`src/core/drpds_pkg.sv`:
```
// drpds_pkg: constants, carrier struct and state codes of the refresh and power-down sequencer
// assumes a single 25 MHz core clock; every cycle count converted from ns below is derived from it
package drpds_pkg;

  // ---------------------------------------------------------------
  // clock and timing
  // ---------------------------------------------------------------
  localparam int CLK_PERIOD_NS      = 40;
  localparam int REFRESH_MAX_NS     = 30000;
  // longest allowed gap rounds down to whole cycles
  localparam int REFRESH_MAX_CYC    = REFRESH_MAX_NS / CLK_PERIOD_NS;
  // slack for one access cycle plus the refresh cycle itself
  localparam int REFRESH_MARGIN_CYC = 16;
  localparam int REFRESH_REQ_CYC    = REFRESH_MAX_CYC - REFRESH_MARGIN_CYC;
  localparam int SAVE_INTERVAL_NS   = 2000000;
  localparam int SAVE_INTERVAL_CYC  = SAVE_INTERVAL_NS / CLK_PERIOD_NS;
  localparam int SUP_PULSE_CYC      = 4;

  // ---------------------------------------------------------------
  // array organisation
  // ---------------------------------------------------------------
  localparam int ELEM_WORDS  = 4096;
  localparam int HALF_W      = 6;
  localparam int SEG_CNT     = 16;
  localparam int SEG_W       = 4;
  localparam int CAS_GRP     = 4;
  localparam int WORD_W      = 18;
  localparam int MADDR_W     = 16;
  localparam int BURST_LEN   = 64;
  localparam int ROW_LSB     = 0;
  localparam int COL_LSB     = 6;
  localparam int SEG_LSB     = 12;
  localparam logic [HALF_W-1:0] REF_ADDR_RST  = 6'h00;
  localparam logic [HALF_W-1:0] REF_ADDR_LAST = 6'h3f;
  localparam logic [2:0]        SUP_CNT_LOAD  = 3'h3;

  // strobes, chip select, write and address pins of the array
  typedef struct packed {
    logic [SEG_CNT-1:0] row_strobe_n;
    logic [CAS_GRP-1:0] col_strobe_n;
    logic               chip_sel_n;
    logic               write_n;
    logic [HALF_W-1:0]  addr;
  } drpds_ram_ctl_t;

  localparam drpds_ram_ctl_t RAM_CTL_IDLE = '{row_strobe_n: 16'hffff, col_strobe_n: 4'hf,
                                              chip_sel_n: 1'b1, write_n: 1'b1, addr: 6'h00};

  typedef enum logic [2:0] {
    S_IDLE  = 3'b000,
    S_RSET  = 3'b001,
    S_ROW   = 3'b010,
    S_CSET  = 3'b011,
    S_COL   = 3'b100,
    S_END   = 3'b101
  } drpds_state_t;

endpackage : drpds_pkg

```
`src/core/drpds_timer.sv`:
```
// drpds_timer: reloadable down-counter giving a one-cycle done pulse
// assumes start_i is a one-cycle pulse; done comes CYCLES+1 edges after start
`timescale 1ns/1ps
module drpds_timer #(
  parameter int W      = 16,
  parameter int CYCLES = 1
) (
  input  wire logic clk_i,
  input  wire logic rst_n_i,
  input  wire logic start_i,
  output logic      busy_o,
  output logic      done_o
);

  logic [W-1:0] cnt_reg;
  logic         done_reg;

  // ---------------------------------------------------------------
  // count down
  // ---------------------------------------------------------------
  // a new start reloads even when running, so the interval restarts cleanly
  always_ff @(posedge clk_i or negedge rst_n_i) begin
    if (!rst_n_i) begin
      cnt_reg <= '0;
    end else if (start_i) begin
      cnt_reg <= W'(CYCLES);
    end else if (cnt_reg != '0) begin
      cnt_reg <= cnt_reg - W'(1);
    end
  end

  // done on the last count only
  always_ff @(posedge clk_i or negedge rst_n_i) begin
    if (!rst_n_i) begin
      done_reg <= 1'b0;
    end else begin
      done_reg <= (cnt_reg == W'(1)) && !start_i;
    end
  end

  assign busy_o = (cnt_reg != '0);
  assign done_o = done_reg;

endmodule : drpds_timer

```
`src/core/drpds_sequencer.sv`:
```
// drpds_sequencer: strobes and address multiplexing for a 4K x 1 dynamic RAM array,
// periodic refresh, and power-down / data-save burst refresh sequencing
// assumes arbitration is done outside; one request is held until its acknowledge
//
// Function
// - each element holds one bit of 4096 words
// - twelve address bits, row six then column six
// - row bits stable before row strobe falls
// - column bits, column strobe, chip select low
// - refresh keeps chip select high, same address
// - refresh column strobe only disables data output
// - chip select high blocks data latches
// - system reset low pulls internal reset, pulse
// - supply pulse presets burst flop, clears counter
// - preset drops overflow latch, releases internal reset
// - burst starts when pulse ends, reset, status high
// - 64 refresh cycles, overflow fires voltage one-shot
// - one-shot drops status, raises supply disable
// - data-save repeats burst every two milliseconds
// - refresh asserts all sixteen row strobes together
// - refresh at least every 30 microseconds
`timescale 1ns/1ps
module drpds_sequencer
  import drpds_pkg::*;
#(
  parameter int SAVE_CYC = SAVE_INTERVAL_CYC
) (
  input  wire logic                core_clk_i,
  input  wire logic                nrst_i,
  input  wire logic                power_fail_alarm_n_i,
  input  wire logic                system_reset_n_i,
  input  wire logic                data_save_i,
  input  wire logic                mem_req_i,
  input  wire logic                mem_we_i,
  input  wire logic [MADDR_W-1:0]  mem_addr_i,
  input  wire logic [WORD_W-1:0]   mem_wdata_i,
  input  wire logic [WORD_W-1:0]   ram_dout_i,
  output logic                     mem_ack_o,
  output logic [WORD_W-1:0]        mem_rdata_o,
  output drpds_ram_ctl_t           ram_ctl_o,
  output logic [WORD_W-1:0]        ram_din_o,
  output logic                     internal_reset_n_o,
  output logic                     supply_up_pulse_n_o,
  output logic                     counter_overflow_latched_n_o,
  output logic                     refresh_counter_overflow_o,
  output logic                     burst_enable_o,
  output logic                     supply_on_status_o,
  output logic                     supply_disable_o
);

  // ---------------------------------------------------------------
  // reset release
  // ---------------------------------------------------------------
  logic rst_s1_reg;
  logic rst_n_reg;

  // asynchronous assert, two-flop release
  always_ff @(posedge core_clk_i or negedge nrst_i) begin
    if (!nrst_i) begin
      rst_s1_reg <= 1'b0;
      rst_n_reg  <= 1'b0;
    end else begin
      rst_s1_reg <= 1'b1;
      rst_n_reg  <= rst_s1_reg;
    end
  end

  // ---------------------------------------------------------------
  // declarations
  // ---------------------------------------------------------------
  drpds_state_t      state_reg;
  drpds_state_t      state_next;
  drpds_ram_ctl_t    ctl_reg;
  drpds_ram_ctl_t    ctl_next;
  logic              is_ref_reg;
  logic [MADDR_W-1:0] acc_addr_reg;
  logic [WORD_W-1:0] din_reg;
  logic [WORD_W-1:0] rdata_reg;
  logic              ack_reg;
  logic [HALF_W-1:0] ref_addr_reg;
  logic              overflow_reg;
  logic              ref_pending_reg;
  logic              sys_rst_prev_reg;
  logic              internal_reset_n_prev_reg;
  logic              internal_reset_n_reg;
  logic [2:0]        sup_cnt_reg;
  logic              sup_n_reg;
  logic              burst_ff_reg;
  logic              ovl_n_reg;
  logic              burst_en_reg;
  logic              sts_reg;
  logic              sdis_reg;
  logic              take_ref;
  logic              take_acc;
  logic              ref_end;
  logic              vc_fire;
  logic              ref_tmr_done;
  logic              save_tmr_done;

  assign ref_end = (state_reg == S_END) && is_ref_reg;
  // overflow at the end of a burst fires the voltage control one-shot
  assign vc_fire = overflow_reg && burst_en_reg;

  // ---------------------------------------------------------------
  // timers
  // ---------------------------------------------------------------
  // periodic refresh interval, restarted by every completed refresh
  drpds_timer #(.W(10), .CYCLES(REFRESH_REQ_CYC)) u_ref_tmr (
    .clk_i   (core_clk_i),
    .rst_n_i (rst_n_reg),
    .start_i (ref_end),
    .busy_o  (),
    .done_o  (ref_tmr_done)
  );

  // data-save interval between bursts while the supplies are off
  drpds_timer #(.W(20), .CYCLES(SAVE_CYC)) u_save_tmr (
    .clk_i   (core_clk_i),
    .rst_n_i (rst_n_reg),
    .start_i (vc_fire && data_save_i),
    .busy_o  (),
    .done_o  (save_tmr_done)
  );

  // ---------------------------------------------------------------
  // cycle sequencer
  // ---------------------------------------------------------------
  // pending refresh wins over a waiting access; burst refreshes run back to back
  assign take_ref = ref_pending_reg || (burst_en_reg && !overflow_reg);
  assign take_acc = !take_ref && mem_req_i && !burst_ff_reg;

  // strobes are computed for the next state so every pin comes from a flop
  always_comb begin
    state_next = state_reg;
    ctl_next   = ctl_reg;
    case (state_reg)
      S_IDLE: begin
        if (take_ref) begin
          state_next    = S_RSET;
          ctl_next.addr = ref_addr_reg;
        end else if (take_acc) begin
          state_next       = S_RSET;
          ctl_next.addr    = mem_addr_i[ROW_LSB +: HALF_W];
          ctl_next.write_n = !mem_we_i;
        end
      end
      S_RSET: begin
        state_next = S_ROW;
        // address has stood a full cycle when the row strobe falls
        if (is_ref_reg) begin
          ctl_next.row_strobe_n = '0;
        end else begin
          ctl_next.row_strobe_n = ~(SEG_CNT'(1) << acc_addr_reg[SEG_LSB +: SEG_W]);
        end
      end
      S_ROW: begin
        state_next = S_CSET;
        // refresh repeats the row address as column; chip select stays high
        // refresh keeps its taken address even if the supply-up pulse clears the counter mid-cycle
        ctl_next.addr       = is_ref_reg ? ctl_reg.addr : acc_addr_reg[COL_LSB +: HALF_W];
        ctl_next.chip_sel_n = is_ref_reg;
      end
      S_CSET: begin
        state_next            = S_COL;
        // in refresh the column strobe only parks the data output
        ctl_next.col_strobe_n = '0;
      end
      S_COL: begin
        state_next = S_END;
        ctl_next   = RAM_CTL_IDLE;
      end
      S_END: begin
        state_next = S_IDLE;
      end
      default: begin
        state_next = S_IDLE;
        ctl_next   = RAM_CTL_IDLE;
      end
    endcase
  end

  // state and pin registers
  always_ff @(posedge core_clk_i or negedge rst_n_reg) begin
    if (!rst_n_reg) begin
      state_reg <= S_IDLE;
      ctl_reg   <= RAM_CTL_IDLE;
    end else begin
      state_reg <= state_next;
      ctl_reg   <= ctl_next;
    end
  end

  // capture of the request; one element per bit keeps the whole word in one place
  always_ff @(posedge core_clk_i or negedge rst_n_reg) begin
    if (!rst_n_reg) begin
      is_ref_reg   <= 1'b0;
      acc_addr_reg <= '0;
      din_reg      <= '0;
    end else if (state_reg == S_IDLE) begin
      is_ref_reg <= take_ref;
      if (take_acc) begin
        acc_addr_reg <= mem_addr_i;
        din_reg      <= mem_wdata_i;
      end
    end
  end

  // read data taken at the end of the column phase, acknowledge for one cycle
  always_ff @(posedge core_clk_i or negedge rst_n_reg) begin
    if (!rst_n_reg) begin
      rdata_reg <= '0;
      ack_reg   <= 1'b0;
    end else begin
      ack_reg <= (state_reg == S_COL) && !is_ref_reg;
      if ((state_reg == S_COL) && !is_ref_reg && ctl_reg.write_n) begin
        rdata_reg <= ram_dout_i;
      end
    end
  end

  // ---------------------------------------------------------------
  // refresh counter and request
  // ---------------------------------------------------------------
  // the supply-up pulse clears the counter and beats an advance
  always_ff @(posedge core_clk_i or negedge rst_n_reg) begin
    if (!rst_n_reg) begin
      ref_addr_reg <= REF_ADDR_RST;
      overflow_reg <= 1'b0;
    end else if (!sup_n_reg) begin
      ref_addr_reg <= REF_ADDR_RST;
      overflow_reg <= 1'b0;
    end else begin
      overflow_reg <= ref_end && (ref_addr_reg == REF_ADDR_LAST);
      if (ref_end) begin
        ref_addr_reg <= ref_addr_reg + HALF_W'(1);
      end
    end
  end

  // timer expiry sets pending; set wins when it meets the clearing refresh
  always_ff @(posedge core_clk_i or negedge rst_n_reg) begin
    if (!rst_n_reg) begin
      ref_pending_reg <= 1'b1;
    end else if (ref_tmr_done) begin
      ref_pending_reg <= 1'b1;
    end else if ((state_reg == S_IDLE) && take_ref) begin
      ref_pending_reg <= 1'b0;
    end
  end

  // ---------------------------------------------------------------
  // power-down sequencing
  // ---------------------------------------------------------------
  // internal reset falls with system reset and is released by the preset burst flop
  always_ff @(posedge core_clk_i or negedge rst_n_reg) begin
    if (!rst_n_reg) begin
      sys_rst_prev_reg <= 1'b1;
      internal_reset_n_prev_reg    <= 1'b1;
      internal_reset_n_reg         <= 1'b1;
    end else begin
      sys_rst_prev_reg <= system_reset_n_i;
      internal_reset_n_prev_reg    <= internal_reset_n_reg;
      if (sys_rst_prev_reg && !system_reset_n_i) begin
        internal_reset_n_reg <= 1'b0;
      end else if (burst_ff_reg) begin
        internal_reset_n_reg <= 1'b1;
      end
    end
  end

  // one-shot on the falling internal reset gives a short low supply-up pulse
  always_ff @(posedge core_clk_i or negedge rst_n_reg) begin
    if (!rst_n_reg) begin
      sup_cnt_reg <= '0;
      sup_n_reg   <= 1'b1;
    end else if (internal_reset_n_prev_reg && !internal_reset_n_reg) begin
      sup_cnt_reg <= SUP_CNT_LOAD;
      sup_n_reg   <= 1'b0;
    end else if (sup_cnt_reg != '0) begin
      sup_cnt_reg <= sup_cnt_reg - 3'h1;
    end else begin
      sup_n_reg <= 1'b1;
    end
  end

  // burst flop: preset by the pulse, cleared only once power is back
  always_ff @(posedge core_clk_i or negedge rst_n_reg) begin
    if (!rst_n_reg) begin
      burst_ff_reg <= 1'b0;
      ovl_n_reg    <= 1'b1;
    end else if (!sup_n_reg) begin
      burst_ff_reg <= 1'b1;
      ovl_n_reg    <= 1'b0;
    end else if (system_reset_n_i && power_fail_alarm_n_i && sys_rst_prev_reg) begin
      burst_ff_reg <= 1'b0;
      ovl_n_reg    <= 1'b1;
    end
  end

  // burst enable needs the pulse over, internal reset high and supplies on
  always_ff @(posedge core_clk_i or negedge rst_n_reg) begin
    if (!rst_n_reg) begin
      burst_en_reg <= 1'b0;
    end else begin
      burst_en_reg <= burst_ff_reg && sup_n_reg && internal_reset_n_reg && sts_reg && !vc_fire;
    end
  end

  // voltage control: off after each burst, back on after the save interval
  // limitation: without data-save the supplies stay off until power returns
  always_ff @(posedge core_clk_i or negedge rst_n_reg) begin
    if (!rst_n_reg) begin
      sts_reg  <= 1'b1;
      sdis_reg <= 1'b0;
    end else if (vc_fire) begin
      sts_reg  <= 1'b0;
      sdis_reg <= 1'b1;
    end else if (save_tmr_done || !burst_ff_reg) begin
      sts_reg  <= 1'b1;
      sdis_reg <= 1'b0;
    end
  end

  // ---------------------------------------------------------------
  // outputs
  // ---------------------------------------------------------------
  assign ram_ctl_o                    = ctl_reg;
  assign ram_din_o                    = din_reg;
  assign mem_ack_o                    = ack_reg;
  assign mem_rdata_o                  = rdata_reg;
  assign internal_reset_n_o           = internal_reset_n_reg;
  assign supply_up_pulse_n_o          = sup_n_reg;
  assign counter_overflow_latched_n_o = ovl_n_reg;
  assign refresh_counter_overflow_o   = overflow_reg;
  assign burst_enable_o               = burst_en_reg;
  assign supply_on_status_o           = sts_reg;
  assign supply_disable_o             = sdis_reg;

  // ---------------------------------------------------------------
  // checks
  // ---------------------------------------------------------------
  logic [9:0] gap_reg;

  // cycles since the last completed refresh
  always_ff @(posedge core_clk_i or negedge rst_n_reg) begin
    if (!rst_n_reg) begin
      gap_reg <= '0;
    end else if (ref_end) begin
      gap_reg <= '0;
    end else if (gap_reg != 10'h3ff) begin
      gap_reg <= gap_reg + 10'h1;
    end
  end

  property p_row_addr_setup;
    @(posedge core_clk_i) disable iff (!rst_n_reg)
      (ctl_reg.row_strobe_n != 16'hffff) && $past(ctl_reg.row_strobe_n == 16'hffff)
      |-> ctl_reg.addr == $past(ctl_reg.addr);
  endproperty
  a_row_addr_setup: assert property (p_row_addr_setup) else $error("row address moved as row strobe fell");

  property p_acc_col;
    @(posedge core_clk_i) disable iff (!rst_n_reg)
      (state_reg == S_CSET) && !is_ref_reg |=> !ctl_reg.chip_sel_n && (ctl_reg.col_strobe_n == 4'h0)
      && (ctl_reg.addr == acc_addr_reg[COL_LSB +: HALF_W]);
  endproperty
  a_acc_col: assert property (p_acc_col) else $error("access column phase wrong");

  property p_ref_cs_high;
    @(posedge core_clk_i) disable iff (!rst_n_reg)
      is_ref_reg && (state_reg inside {S_ROW, S_CSET, S_COL})
      |-> ctl_reg.chip_sel_n && (ctl_reg.addr == $past(ctl_reg.addr));
  endproperty
  a_ref_cs_high: assert property (p_ref_cs_high) else $error("refresh cycle lost chip select or address");

  property p_ref_all_rows;
    @(posedge core_clk_i) disable iff (!rst_n_reg)
      is_ref_reg && (state_reg == S_RSET) |=> (ctl_reg.row_strobe_n == 16'h0000) [*3];
  endproperty
  a_ref_all_rows: assert property (p_ref_all_rows) else $error("refresh did not strobe all rows");

  property p_refresh_gap;
    @(posedge core_clk_i) disable iff (!rst_n_reg)
      !burst_ff_reg |-> gap_reg < 10'(REFRESH_MAX_CYC);
  endproperty
  a_refresh_gap: assert property (p_refresh_gap) else $error("refresh interval exceeded");

  property p_counter_adv;
    @(posedge core_clk_i) disable iff (!rst_n_reg)
      ref_end && sup_n_reg |=> ref_addr_reg == $past(ref_addr_reg) + 6'h01;
  endproperty
  a_counter_adv: assert property (p_counter_adv) else $error("refresh counter did not advance");

  property p_internal_reset_n_fall;
    @(posedge core_clk_i) disable iff (!rst_n_reg)
      $fell(system_reset_n_i) |=> !internal_reset_n_reg ##2 !sup_n_reg;
  endproperty
  a_internal_reset_n_fall: assert property (p_internal_reset_n_fall) else $error("reset did not start supply-up pulse");

  property p_sup_preset;
    @(posedge core_clk_i) disable iff (!rst_n_reg)
      !sup_n_reg |=> burst_ff_reg && !ovl_n_reg && (ref_addr_reg == 6'h00) ##1 internal_reset_n_reg;
  endproperty
  a_sup_preset: assert property (p_sup_preset) else $error("supply-up pulse did not preset");

  property p_burst_start;
    @(posedge core_clk_i) disable iff (!rst_n_reg)
      $rose(sup_n_reg) && burst_ff_reg && internal_reset_n_reg && sts_reg |=> burst_en_reg;
  endproperty
  a_burst_start: assert property (p_burst_start) else $error("burst did not start");

  property p_vc_off;
    @(posedge core_clk_i) disable iff (!rst_n_reg)
      vc_fire |=> !sts_reg && sdis_reg && !burst_en_reg;
  endproperty
  a_vc_off: assert property (p_vc_off) else $error("supplies not switched off after burst");

  property p_save_on;
    @(posedge core_clk_i) disable iff (!rst_n_reg)
      save_tmr_done && !vc_fire |=> sts_reg && !sdis_reg;
  endproperty
  a_save_on: assert property (p_save_on) else $error("data-save interval did not restore status");

endmodule : drpds_sequencer

```
`config.mk`:
```
export PLATFORM = sky130hd
export DESIGN_NAME = drpds_sequencer
export DESIGN_NICKNAME = d
export VERILOG_FILES = /design/src/core/drpds_pkg.sv /design/src/core/drpds_timer.sv /design/src/core/drpds_sequencer.sv
export SDC_FILE = /design/constraint.sdc
export NUM_CORES = 1
export LEC_CHECK = 0
export ABC_AREA = 1
export BUFFER_PORTS_ARGS = -buffer_cell sky130_fd_sc_hd__buf_4
export CORE_ASPECT_RATIO = 1.4
export CORE_MARGIN = 2
export CORE_UTILIZATION = 35
export DETAILED_ROUTE_END_ITERATION = 7
export SYNTH_ARGS = -nofsm -noshare
export SYNTH_HDL_FRONTEND = slang
export SYNTH_SLANG_ARGS = --single-unit
```
`constraint.sdc`:
```
create_clock -name core_clk_i -period 7.5 [get_ports core_clk_i]
set_input_delay 0 -clock core_clk_i [delete_from_list [all_inputs] [get_ports core_clk_i]]
set_output_delay 0 -clock core_clk_i [all_outputs]
set_load 0.05 [all_outputs]
```
# Yosys cells after proc, flatten, opt, wreduce, memory -nomap -nowiden
# Cells that the tools add are included.
[op_classes] n_eq_ne=15 n_mux=36 n_reduce_logical=50 addsub=4 bitwise_logic=3 shift=1
[ops] operator="$mux 20" n=2
[ops] operator="$pmux 16 s2" n=1
[ops] operator="$mux 6" n=4
[ops] operator="$eq 20x1->1 const B" n=1
[ops] operator="$logic_and 1x1->1" n=20
[ops] operator="$mux 10" n=2
[ops] operator="$reduce_bool 20->1" n=1
[ops] operator="$sub 20x1->20 const B" n=1
[ops] operator="$pmux 6 s3" n=1
[ops] operator="$mux 1" n=16
[ops] operator="$mux 16" n=1
[ops] operator="$not 16->16" n=1
[ops] operator="$reduce_or 4->1" n=4
[ops] operator="$shl 1x4->16 const A" n=1
[ops] operator="$pmux 3 s5" n=1
[ops] operator="$mux 3" n=4
[ops] operator="$reduce_bool 2->1" n=6
[ops] operator="$eq 10x1->1 const B" n=1
[ops] operator="$logic_not 1->1" n=10
[ops] operator="$reduce_bool 10->1" n=1
[ops] operator="$sub 10x1->10 const B" n=1
[ops] operator="$ne 2x2->1 const B" n=4
[ops] operator="$pmux 4 s2" n=1
[ops] operator="$mux 7" n=1
[ops] operator="other kinds (16)" n=23
[word_totals] wordCells=139 output_inout_bits=72 regBits=139 inputBits=59

# Longest topological paths before layout
# Gate-level depths: netlist (run 1).
[logic_depth] ltp_word=9 mapped_depth=9 mapped_depth_nobuf=9

# Cells and area by module
# A second synthesis (run 1) with hierarchy kept.
[unflattened] hier_cells=783 area_unflattened_um2=6545.0
[modules_own_cells] mod="drpds_sequencer" seq_area_each_um2=2484.9 area_per_inst_um2=4528.1 cells_per_inst=516 n_inst=1
[modules_own_cells] mod="drpds_timer at u_save_tmr" seq_area_each_um2=525.5 area_per_inst_um2=1338.8 cells_per_inst=187 n_inst=1
[modules_own_cells] mod="drpds_timer at u_ref_tmr" seq_area_each_um2=275.3 area_per_inst_um2=678.2 cells_per_inst=80 n_inst=1

# Least setup slack after synthesis (run 1)
# OpenSTA, ideal clock, no wires.
[synth_path] path_kind="reg2reg" startpoint="register overflow_reg, in the netlist refresh_counter_overflow_o" endpoint="register din_reg[0], in the netlist ram_din_o[0]" path_buffers=1 required_time_ns=7.381 stages_incl_launch_ff=9 arrival_ns=1.560 slack_ns=5.821 setup_time_ns=0.119 period_less_slack_ns=1.679 cell_sequence="dfrtp_1 -> inv_1 -> nand2_1 -> nand2_2 -> nor2_4 -> nand2_2 -> buf_2 -> nand2_1 -> nand2_1"
[synth_between] elab_chain_cells=7
[synth_rtl] element="from (decl)" line="drpds_sequencer.sv:81" text="logic overflow_reg;"
[synth_rtl] element="from (signal assigned)" line="drpds_sequencer.sv:233" text="overflow_reg <= ref_end && (ref_addr_reg == REF_ADDR_LAST);"
[synth_rtl] element="$logic_not 1->1" line="drpds_sequencer.sv:129" text="assign take_ref = ref_pending_reg || (burst_en_reg && !overflow_reg);"
[synth_rtl] element="$logic_and 1x1->1" line="drpds_sequencer.sv:129"
[synth_rtl] element="$logic_or 1x1->1" line="drpds_sequencer.sv:129"
[synth_rtl] element="$logic_not 1->1" line="drpds_sequencer.sv:130" text="assign take_acc = !take_ref && mem_req_i && !burst_ff_reg;"
[synth_rtl] element="$logic_and 1x1->1 (2 in series)" line="drpds_sequencer.sv:130"
[synth_rtl] element="$reduce_and 2->1 (no source line)"
[synth_rtl] element="to (signal assigned)" line="drpds_sequencer.sv:203" text="din_reg <= mem_wdata_i;"
[synth_rtl] element="to (decl)" line="drpds_sequencer.sv:77" text="logic [WORD_W-1:0] din_reg;"
# No other way between the ends.
# A chain may end at the register's enable or synchronous reset.

# Final worst setup path (run 1)
[layout_path] startpoint="register burst_en_reg, in the netlist burst_enable_o" endpoint="register acc_addr_reg[15]"
[layout_between] elab_chain_cells=6
[layout_rtl] element="from (decl)" line="drpds_sequencer.sv:90" text="logic burst_en_reg;"
[layout_rtl] element="from (signal assigned)" line="drpds_sequencer.sv:305" text="burst_en_reg <= burst_ff_reg && sup_n_reg && internal_reset_n_reg && sts_reg && !vc_fire;"
[layout_rtl] element="$logic_and 1x1->1" line="drpds_sequencer.sv:129"
[layout_rtl] element="$logic_or 1x1->1" line="drpds_sequencer.sv:129"
[layout_rtl] element="$logic_not 1->1" line="drpds_sequencer.sv:130"
[layout_rtl] element="$logic_and 1x1->1 (2 in series)" line="drpds_sequencer.sv:130"
[layout_rtl] element="$reduce_and 2->1 (no source line)"
[layout_rtl] element="to (signal assigned)" line="drpds_sequencer.sv:202" text="acc_addr_reg <= mem_addr_i;"
[layout_rtl] element="to (decl)" line="drpds_sequencer.sv:76" text="logic [MADDR_W-1:0] acc_addr_reg;"
# No other way between the ends.

==> flow_summary.toml, run 1 <==
[cts]
clockBufferDepth = 2
htree_num_levels = 4
cts_tree = "built"
postCtsHoldBufs = 52
cts.sinks = 130
cts_setup_buffers = 0
cts_root_buf = "clkbuf_16"
cts-buffers-inserted = 17
clk_latency_ns = 0.42
clk_pin_slew_ns = 0.06
cts.repair.resized = 0

[synthesis]
yosysTopAreaCell = "dfrtp_1"
yosysSeqAreaShare_pct = 53.13
syn_area_um2 = 6185
synthFlopType = "dfrtp_1"
syn_nets = 817
ys_seq_elements = 130
ys_types = 38
synthTopCellsByArea = "dfrtp_1 42%, dfstp_2 11%, nand2_1 11%"
ys_warn_count = 0
synth_common_cells = "181 x nand2_1, 104 x dfrtp_1, 98 x nand3_1, 85 x inv_1, 64 x o21ai_0"
synth_edf_count = 0
synth.most_common_cell = "nand2_1"
async_reset_ff_share_pct = 100.0
syn_avg_cell_area_um2 = 8.257
synth_top_area_share_pct = 42.08
synth_cells = 749

[hold_path]
hp-class = "primary input to flop"

[final_layout]
final_nets = 994
design_area_um2 = 8481
diodes = 0
largest_reg_flops = 25
nFillCells = 1681
regArea_um2 = 3289
area_delta_synth_final_pct = 37.12
multi_input_area_um2 = 2404
drive_above_1_share_pct = 23.11

[global_route]
grt_max_degree = 66
grt_overflow = 0
grt_pass1_wl_um = 26690
grt_pass1_vias = 5568
antenna_found_initial = 0
grtUsageTotal_pct = 17.98

[sta]
finalSetupViolCount = 0
finalHoldViolCount = 0
min_period_ns = 2.265
skew_ns = 0.01043
slew_headroom_pct = 45.03
tightestPinTransition_ns = 0.8245
maxSlewViolCount = 0
max_freq_mhz = 441.5
finalSetupTns_ns = 0
period_share_pct = 30.20
rsz0062_at_grt = "no"

[die]
rows = 57
die_x_um = 116.3
coreArea_um2 = 17330
die_y_um = 161.3
dieArea_um2 = 18760
floorplan.initialDensity_pct = 35.69
ioPinCount = 131

[worst_setup_path]
critPathMaxFanout = 32
crit_type = "flop to flop"
r2r_slack_ns = 5.23
start_kind = "flop"
cp_data_arrival_time_ns = 2.55
crit_path_end_kind = "flop"
worstPathRequired_ns = 7.78

[routing]
drcViolationCount = 0
wire_per_inst_um = 13.79
routed_wl_um = 16200
viasPerCell = 4.746
dr.pass1.iters = 4
drtIter0Drc = 324
vias = 5577
final_antenna_net_count = 0

[power]
leakage_uw = 0.004194
vdd_ir_drop_max_mv = 0.1178
power.density_nw_per_um2 = 418.6

[placement]
portBuffers = 130
place_area_um2 = 7325
gp_congestion = 0.8616
dp.final_hpwl_um = 11180

[status]
outcome = "finished, final reports clean"

[flow_run]
drv_cap = 0
==> layer usage <==
metal / vias to the layer above / part of all wire [%] / wire length, µm / track usage (%)
met5: - / 0 / 0 / 0
met4: 0 / 2.0 / 322 / 7.359
met3: 23 / 5.2 / 844 / 3.715
met2: 166 / 53 / 8544 / 32.21
met1: 2622 / 40 / 6492 / 20.46
li1: 2766 / - / - / -
==> final cells by class <==
| type | instances | area share (%) |
|---|---|---|
| multi-input cells | 501 | 28.34 |
| well taps | 236 | 3.482 |
| inverters | 92 | 4.072 |
| flip-flops and latches | 130 | 38.79 |
| clock inverters | 12 | 1.977 |
| repair buffers | 184 | 17.82 |
| clock buffers | 20 | 5.518 |
==> worst paths after layout <==
path,startpoint,end,cells past startpoint
hold / removal,mem_addr_i[0],ram_ctl_o[0]$_DFFE_PN0P_,5
setup reg to reg,burst_enable_o$_DFF_PN0_,acc_addr_reg[15]$_DFFE_PN0P_,6
hold reg to reg,rst_s1_reg$_DFF_PN0_,rst_n_reg$_DFF_PN0_,0
max in group asynchronous,rst_n_reg$_DFF_PN0_,u_ref_tmr.cnt_reg[9]$_DFFE_PN0P_,1
setup / recovery,burst_enable_o$_DFF_PN0_,acc_addr_reg[15]$_DFFE_PN0P_,6
min in group asynchronous,rst_n_reg$_DFF_PN0_,ram_din_o[6]$_DFFE_PN0P_,0
==> per-stage QoR <==
step                      setup WS, ns  util (%)  hold slack, ns  total power [µW]  cells
after global routing             4.972     48.94          0.1526              3770   1175
after detailed placement         5.230     42.26         -0.2113              2658   1091
after CTS                        5.224     48.94         0.08375              3577   1175
final                            5.235     48.94         0.08815              3550   1175
after global placement           5.262     42.26         -0.2156              2639   1091
after floorplan                  3.655         -         -0.2956              2233    749
==> power by group <==
group / switching, µW / internal (µW)
logic: 1080 / 445
clock network: 320 / 559
registers: 180 / 963
==> critical path, cell delays in order, from the launching register on <==
cell     delay, ns
dfrtp_1       0.39
nand2_1       0.22
nand2_2       0.18
nor2_4        0.50
nand2_2       0.54
nor2_1        0.24
a21oi_1       0.05
==> placed cells by master, fill, tap and decap left out, types with 3 or more instances in the layout <==
cell type        n
bufinv_16        3
nand4_1         10
inv_2            6
nor3_1           6
nand2_1        181
clkbuf_16       18
o21ai_1          3
dfstp_2         26
xnor2_1          3
nor2_2           9
nand3_1         98
a21o_1           3
nand3b_1         4
or2_2            4
a31oi_1          4
inv_6            6
a21oi_1         22
dfrtp_1        103
buf_4          132
dlygate4sd3_1   52
ha_1             9
inv_1           85
o21ai_0         64
nand2_2          3
nor2_1          59
xor2_1           4
==> cells by family after synthesis <==
logic type / after synthesis / share of synthesized area (%)
AND/OR/NAND/NOR: 382 / 27.29
XOR/XNOR: 7 / 0.9913
buffers and inverters: 118 / 8.011
flip-flops: 130 / 53.13
adder cells (fa/ha/maj): 9 / 1.821
other: 1 / 0.06063
AO/OA/AOI/OAI: 102 / 8.699
(Power assumes the default switching activity.)
==> run 2, diff against run 1 <==
ABC_AREA = 0   (was 1)
clock period = 2.2 ns   (was 7.5 ns; I/O delays follow)
==> flow_summary.toml, run 2 <==
[worst_setup_path]
r2r-end = "u_save_tmr.cnt_reg[6]$_DFFE_PN0P_"
critPathMaxFanout = 4
critical_path.cell_chain = "inv_1 -> buf_4 -> ha_1 -> or4b_2 -> o211ai_1 -> xor2_1 -> nand2_1"
crit_family = "simple AND/OR/NAND/NOR gates"
r2r-start = "u_save_tmr.cnt_reg[0]$_DFFE_PN0P_"
start_kind = "flop"
crit_path_end_kind = "flop"
path_buf_inv = 2
crit_type = "flop to flop"
worstPathRequired_ns = 2.48
r2r_cells = 7
cp_data_arrival_time_ns = 2.43
max_stage_delay_ns = 0.62
worst_path_max_delay_cell = "or4b_2"
r2r_slack_ns = 0.05

[die]
rows = 55
die_y_um = 157.0
dieArea_um2 = 17790
die_x_um = 113.3
ioPinCount = 131
coreArea_um2 = 16240
floorplan.initialDensity_pct = 36.04

[synthesis]
synthFlopType = "dfrtp_1"
synth_edf_count = 0
async_reset_ff_share_pct = 100.0
synth_cells = 511
synth_top_area_share_pct = 44.46
syn_area_um2 = 5853
ys_seq_elements = 130
ys_types = 56
synthTopCellsByArea = "dfrtp_1 44%, dfstp_2 12%, mux2_2 8.8%"
syn_avg_cell_area_um2 = 11.45
synth_common_cells = "104 x dfrtp_1, 46 x mux2_2, 43 x nor2_1, 34 x nand2_1, 29 x a21oi_1"
synth.most_common_cell = "dfrtp_1"
syn_nets = 579
yosysSeqAreaShare_pct = 56.14
ys_warn_count = 0
yosysTopAreaCell = "dfrtp_1"

[sta]
skew_ns = 0.01379
tightestPinTransition_ns = 0.5475
finalSetupViolCount = 0
finalHoldViolCount = 0
maxSlewViolCount = 0
fin_ws_ns = 0.05431
slew_headroom_pct = 62.98
finalSetupTns_ns = 0
period_share_pct = 97.53
max_freq_mhz = 466.1
rsz0062_at_grt = "no"
min_period_ns = 2.146

[global_route]
grt_overflow = 0
grt_max_degree = 51
antenna_found_initial = 0
grtUsageTotal_pct = 16.70
grt_pass1_vias = 4770
grt_pass1_wl_um = 23410

[hold_path]
hold_start = "mem_addr_i[3]"
whs_path_depth = 4
hp-class = "primary input to flop"
worst_hold_path.endpoint = "ram_ctl_o[3]$_DFFE_PN0P_"

[placement]
portBuffers = 130
place_area_um2 = 7189
post-place-cells = 840
gp_congestion = 0.8625
dpl_worst_slack_ns = 0.06599
dp.final_hpwl_um = 10310

[cts]
htree_num_levels = 4
cts.sinks = 130
cts_tree = "built"
clk_latency_ns = 0.42
clockBufferDepth = 2
clk_pin_slew_ns = 0.06
cts_root_buf = "clkbuf_16"
cts-buffers-inserted = 17

[power]
power.density_nw_per_um2 = 1460
leakage_uw = 0.003642
power.internal_uw = 7163
power_frac_comb_pct = 42.9
pwr-share-seq_pct = 32.3
clkPwrFrac_pct = 24.7
vdd_ir_drop_max_mv = 0.5717
swShare_pct = 41.31
switchingPower_uw = 5041

[routing]
highest_layer = "met4"
final_antenna_net_count = 0
drtIter0Drc = 168
met3_wirelength_um = 659
wl_met2_um = 7691
drcViolationCount = 0
viasPerCell = 5.107
met1_length_um = 5915
wire_per_inst_um = 15.87
dr.pass1.iters = 4
vias = 4724
routed_wl_um = 14680

[final_layout]
layout_commonest_cell = "buf_4"
mostFrequentLayoutCells = "154 x buf_4, 102 x dfrtp_1, 51 x dlygate4sd3_1"
drive_above_1_share_pct = 37.38
final_nets = 780
regArea_um2 = 3291
nFillCells = 1447
multi_input_area_um2 = 2430
design_area_um2 = 8361
area_delta_synth_final_pct = 42.84
largest_reg_flops = 25
fin_cells = 925

[flow_run]
drv_cap = 0

[status]
outcome = "finished, final reports clean"
run 2: final cells by class:
class | instances | share of cell area [%]
antenna | 1 | 0.02993
multi-input combinational | 344 | 29.06
tap | 199 | 2.978
inverter | 12 | 0.5388
clock buffer | 20 | 5.462
clock inverter | 12 | 2.155
sequential | 130 | 39.36
timing repair buffer | 207 | 20.41
run 2: kinds of logic (layout without fill, tap and decap cells):
kind of cell | Yosys count | in the layout | share of synthesized area [%]
simple gates | 163 | 163 | 14.60
flops | 130 | 130 | 56.14
compound gates | 92 | 92 | 10.60
mux | 54 | 54 | 10.22
buf+inv | 37 | 251 | 2.715
xor+xnor | 25 | 25 | 3.741
fa+ha+maj | 9 | 9 | 1.924
other cells | 1 | 2 | 0.06407
run 2: tightest hold or removal path, cell delays in order:
cell and delay (ns):
buf_4 0.08, mux2i_1 0.06, a2bb2oi_1 0.13, a21oi_1 0.13
run 2: worst max path at each step:
stage	depth (start not counted)	startpoint	endpoint	slack, ns
after global routing	5	u_save_tmr.cnt_reg[10]$_DFFE_PN0P_	u_save_tmr.cnt_reg[13]$_DFFE_PN0P_	0.001
after detailed placement	5	u_save_tmr.cnt_reg[10]$_DFFE_PN0P_	u_save_tmr.cnt_reg[13]$_DFFE_PN0P_	0.07
after global placement	5	u_save_tmr.cnt_reg[10]$_DFFE_PN0P_	u_save_tmr.cnt_reg[13]$_DFFE_PN0P_	0.07
after CTS	5	u_save_tmr.cnt_reg[10]$_DFFE_PN0P_	u_save_tmr.cnt_reg[13]$_DFFE_PN0P_	0.04
after floorplan	0	rst_n_reg$_DFF_PN0_	refresh_counter_overflow_o$_DFF_PN0_	-0.10
final	7	u_save_tmr.cnt_reg[0]$_DFFE_PN0P_	u_save_tmr.cnt_reg[6]$_DFFE_PN0P_	0.05
run 2: power by group through the flow:
stage	logic, µW	clock network, µW	registers (µW)
6_report	5240	3020	3950
5_1_grt	5550	3180	4080
4_1_cts	5270	3080	3940
3_5_place_dp	5190	0	3980
3_3_place_gp	5120	0	3940
2_1_floorplan	1850	0	5760
run 2: routing by layer:
layer  vias up  GRT usage, %
met5         -             0
met4         0         7.956
met3        26         4.197
met2       126         29.00
li1       2234             -
met1      2338         19.22
run 2: metrics by stage:
stage / total power, µW / util (%) / hold slack, ns
CTS: 12300 / 51.33 / 0.01052
global route: 12810 / 51.46 / 0.04418
detailed placement: 9163 / 44.27 / -0.2165
floorplan: 7609 / - / -0.2956
global placement: 9060 / 44.27 / -0.2177
finish: 12200 / 51.48 / 0.02473
run 2: timing repair:
action,in CTS,in global routing
buffers inserted,0,1
endpoints found under the setup margin,0,3
hold endpoints to repair,53,0
hold buffers,51,0
gates resized for setup,0,3
==> run 3, diff against run 2 <==
RECOVER_POWER = 100   (was default)
SKIP_CTS_REPAIR_TIMING = 1   (was default)
TNS_END_PERCENT = 30   (was default)
==> flow_summary.toml, run 3 (same netlist as run 2, synthesis figures left out) <==
[sta]
max_freq_mhz = 466.1
finalSetupViolCount = 0
slew_headroom_pct = 37.44
maxSlewViolCount = 0
skew_ns = 0.01129
finalHoldViolCount = 0
tightestPinTransition_ns = 0.9384
finalSetupTns_ns = 0
min_period_ns = 2.145
fin_hold_ws_ns = 0.01511
period_share_pct = 97.52
rsz0062_at_grt = "yes"

[worst_setup_path]
crit_path_end_kind = "flop"
max_stage_delay_ns = 0.53
start_kind = "flop"
critPathMaxFanout = 4
crit_family = "simple AND/OR/NAND/NOR gates"
crit_type = "flop to flop"
worst_path_max_delay_cell = "or4_4"
critical_path.cell_chain = "or4_4 -> or2_4 -> or3_4 -> or4_1 -> nand2_1"
path_buf_inv = 0
cp_data_arrival_time_ns = 2.50
worstPathRequired_ns = 2.55

[global_route]
grt_pass1_wl_um = 22490
busiest_layer = "met2"
use_met1_pct = 17.89
met2_usage_pct = 28.83
antenna_found_initial = 0
grtUsageMet3_pct = 5.044
grt_overflow = 0
grt_max_degree = 51
grt_pass1_vias = 4645
grtUsageTotal_pct = 15.97

[die]
die_y_um = 157.0
die_x_um = 113.3
coreArea_um2 = 16240
ioPinCount = 131
floorplan.initialDensity_pct = 36.04
dieArea_um2 = 17790
rows = 55

[routing]
viasPerCell = 5.071
final_antenna_net_count = 0
vias = 4706
drtIter0Drc = 182
drcViolationCount = 0
routed_wl_um = 14550
dr.pass1.iters = 4
wire_per_inst_um = 15.67

[power]
power_frac_comb_pct = 40.8
clkPwrFrac_pct = 25.6
pwr-share-seq_pct = 33.6
power.density_nw_per_um2 = 1440
leakage_uw = 0.003349
switchingPower_uw = 5030
swShare_pct = 43.45
vdd_ir_drop_max_mv = 0.4248
power.internal_uw = 6546

[final_layout]
area_delta_synth_final_pct = 37.39
largest_reg_flops = 25
mostFrequentLayoutCells = "103 x dfrtp_1, 81 x clkbuf_1, 76 x buf_4"
layout_commonest_cell = "dfrtp_1"
final_nets = 784
drive_above_1_share_pct = 26.34
nFillCells = 1513
diodes = 0

[cts]
cts_tree = "built"
clk_latency_ns = 0.42
cts_root_buf = "clkbuf_16"
cts.sinks = 130
clk_pin_slew_ns = 0.06
clockBufferDepth = 2
htree_num_levels = 4
cts-buffers-inserted = 17

[placement]
portBuffers = 130
gp_congestion = 0.8827
dp.final_hpwl_um = 9967

[flow_run]
drv_cap = 0

[status]
outcome = "finished, final reports clean"

[hold_path]
hp-class = "primary input to flop"
run 3: tightest hold or removal path, stage by stage:
cell and delay [ns]:
buf_4 0.08, mux2i_1 0.06, a2bb2oi_1 0.13, a21oi_1 0.13
run 3: per-layer routing:
layer / vias up / routed length, µm
met5: - / 0
met4: 0 / 302
met3: 24 / 616
met2: 125 / 7639
met1: 2320 / 5987
li1: 2237 / -
run 3: path summary, 6_finish.rpt:
path                                                    start                            endpoint  slack, ns  depth (start not counted)
max                        u_save_tmr.cnt_reg[10]$_DFFE_PN0P_  u_save_tmr.cnt_reg[13]$_DFFE_PN0P_       0.05                          5
min                                             mem_addr_i[1]            ram_ctl_o[1]$_DFFE_PN0P_       0.02                          4
max reg2reg                u_save_tmr.cnt_reg[10]$_DFFE_PN0P_  u_save_tmr.cnt_reg[13]$_DFFE_PN0P_       0.05                          5
min reg2reg                              rst_s1_reg$_DFF_PN0_                 rst_n_reg$_DFF_PN0_       0.35                          0
max in group asynchronous                 rst_n_reg$_DFF_PN0_         ref_addr_reg[5]$_DFFE_PN0P_       0.41                          1
min in group asynchronous                 rst_n_reg$_DFF_PN0_  u_save_tmr.cnt_reg[19]$_DFFE_PN0P_       0.41                          0
run 3: layout make-up:
class | count | area (µm²) | area share (%)
Clock buffer | 19 | 432.9 | 5.384
Clock inverter | 13 | 187.7 | 2.334
Inverter | 12 | 45.04 | 0.5601
Multi-Input combinational cell | 344 | 2432 | 30.25
Sequential cell | 130 | 3287 | 40.87
Tap cell | 199 | 249.0 | 3.096
Timing Repair Buffer | 211 | 1408 | 17.50
run 3: per-stage QoR:
| step | cell area (µm²) | std cells | setup slack, ns | util, % | total power (µW) |
|---|---|---|---|---|---|
| floorplan | 5854 | 511 | -0.2187 | - | 7603 |
| global placement | 7223 | 844 | 0.07821 | 44.48 | 9052 |
| detailed placement | 7223 | 844 | 0.04311 | 44.48 | 9181 |
| CTS | 7844 | 876 | 0.03015 | 48.30 | 12190 |
| global route | 8041 | 928 | -0.001996 | 49.51 | 12190 |
| finish | 8041 | 928 | 0.05459 | 49.51 | 11580 |
run 3: power by group through the flow:
stage / Combinational, µW / Clock (µW) / Sequential (µW)
4_1_cts: 5240 / 3030 / 3920
6_report: 4720 / 2960 / 3890
5_1_grt: 5030 / 3140 / 4020
3_3_place_gp: 5140 / 0 / 3910
2_1_floorplan: 1850 / 0 / 5760
3_5_place_dp: 5230 / 0 / 3950
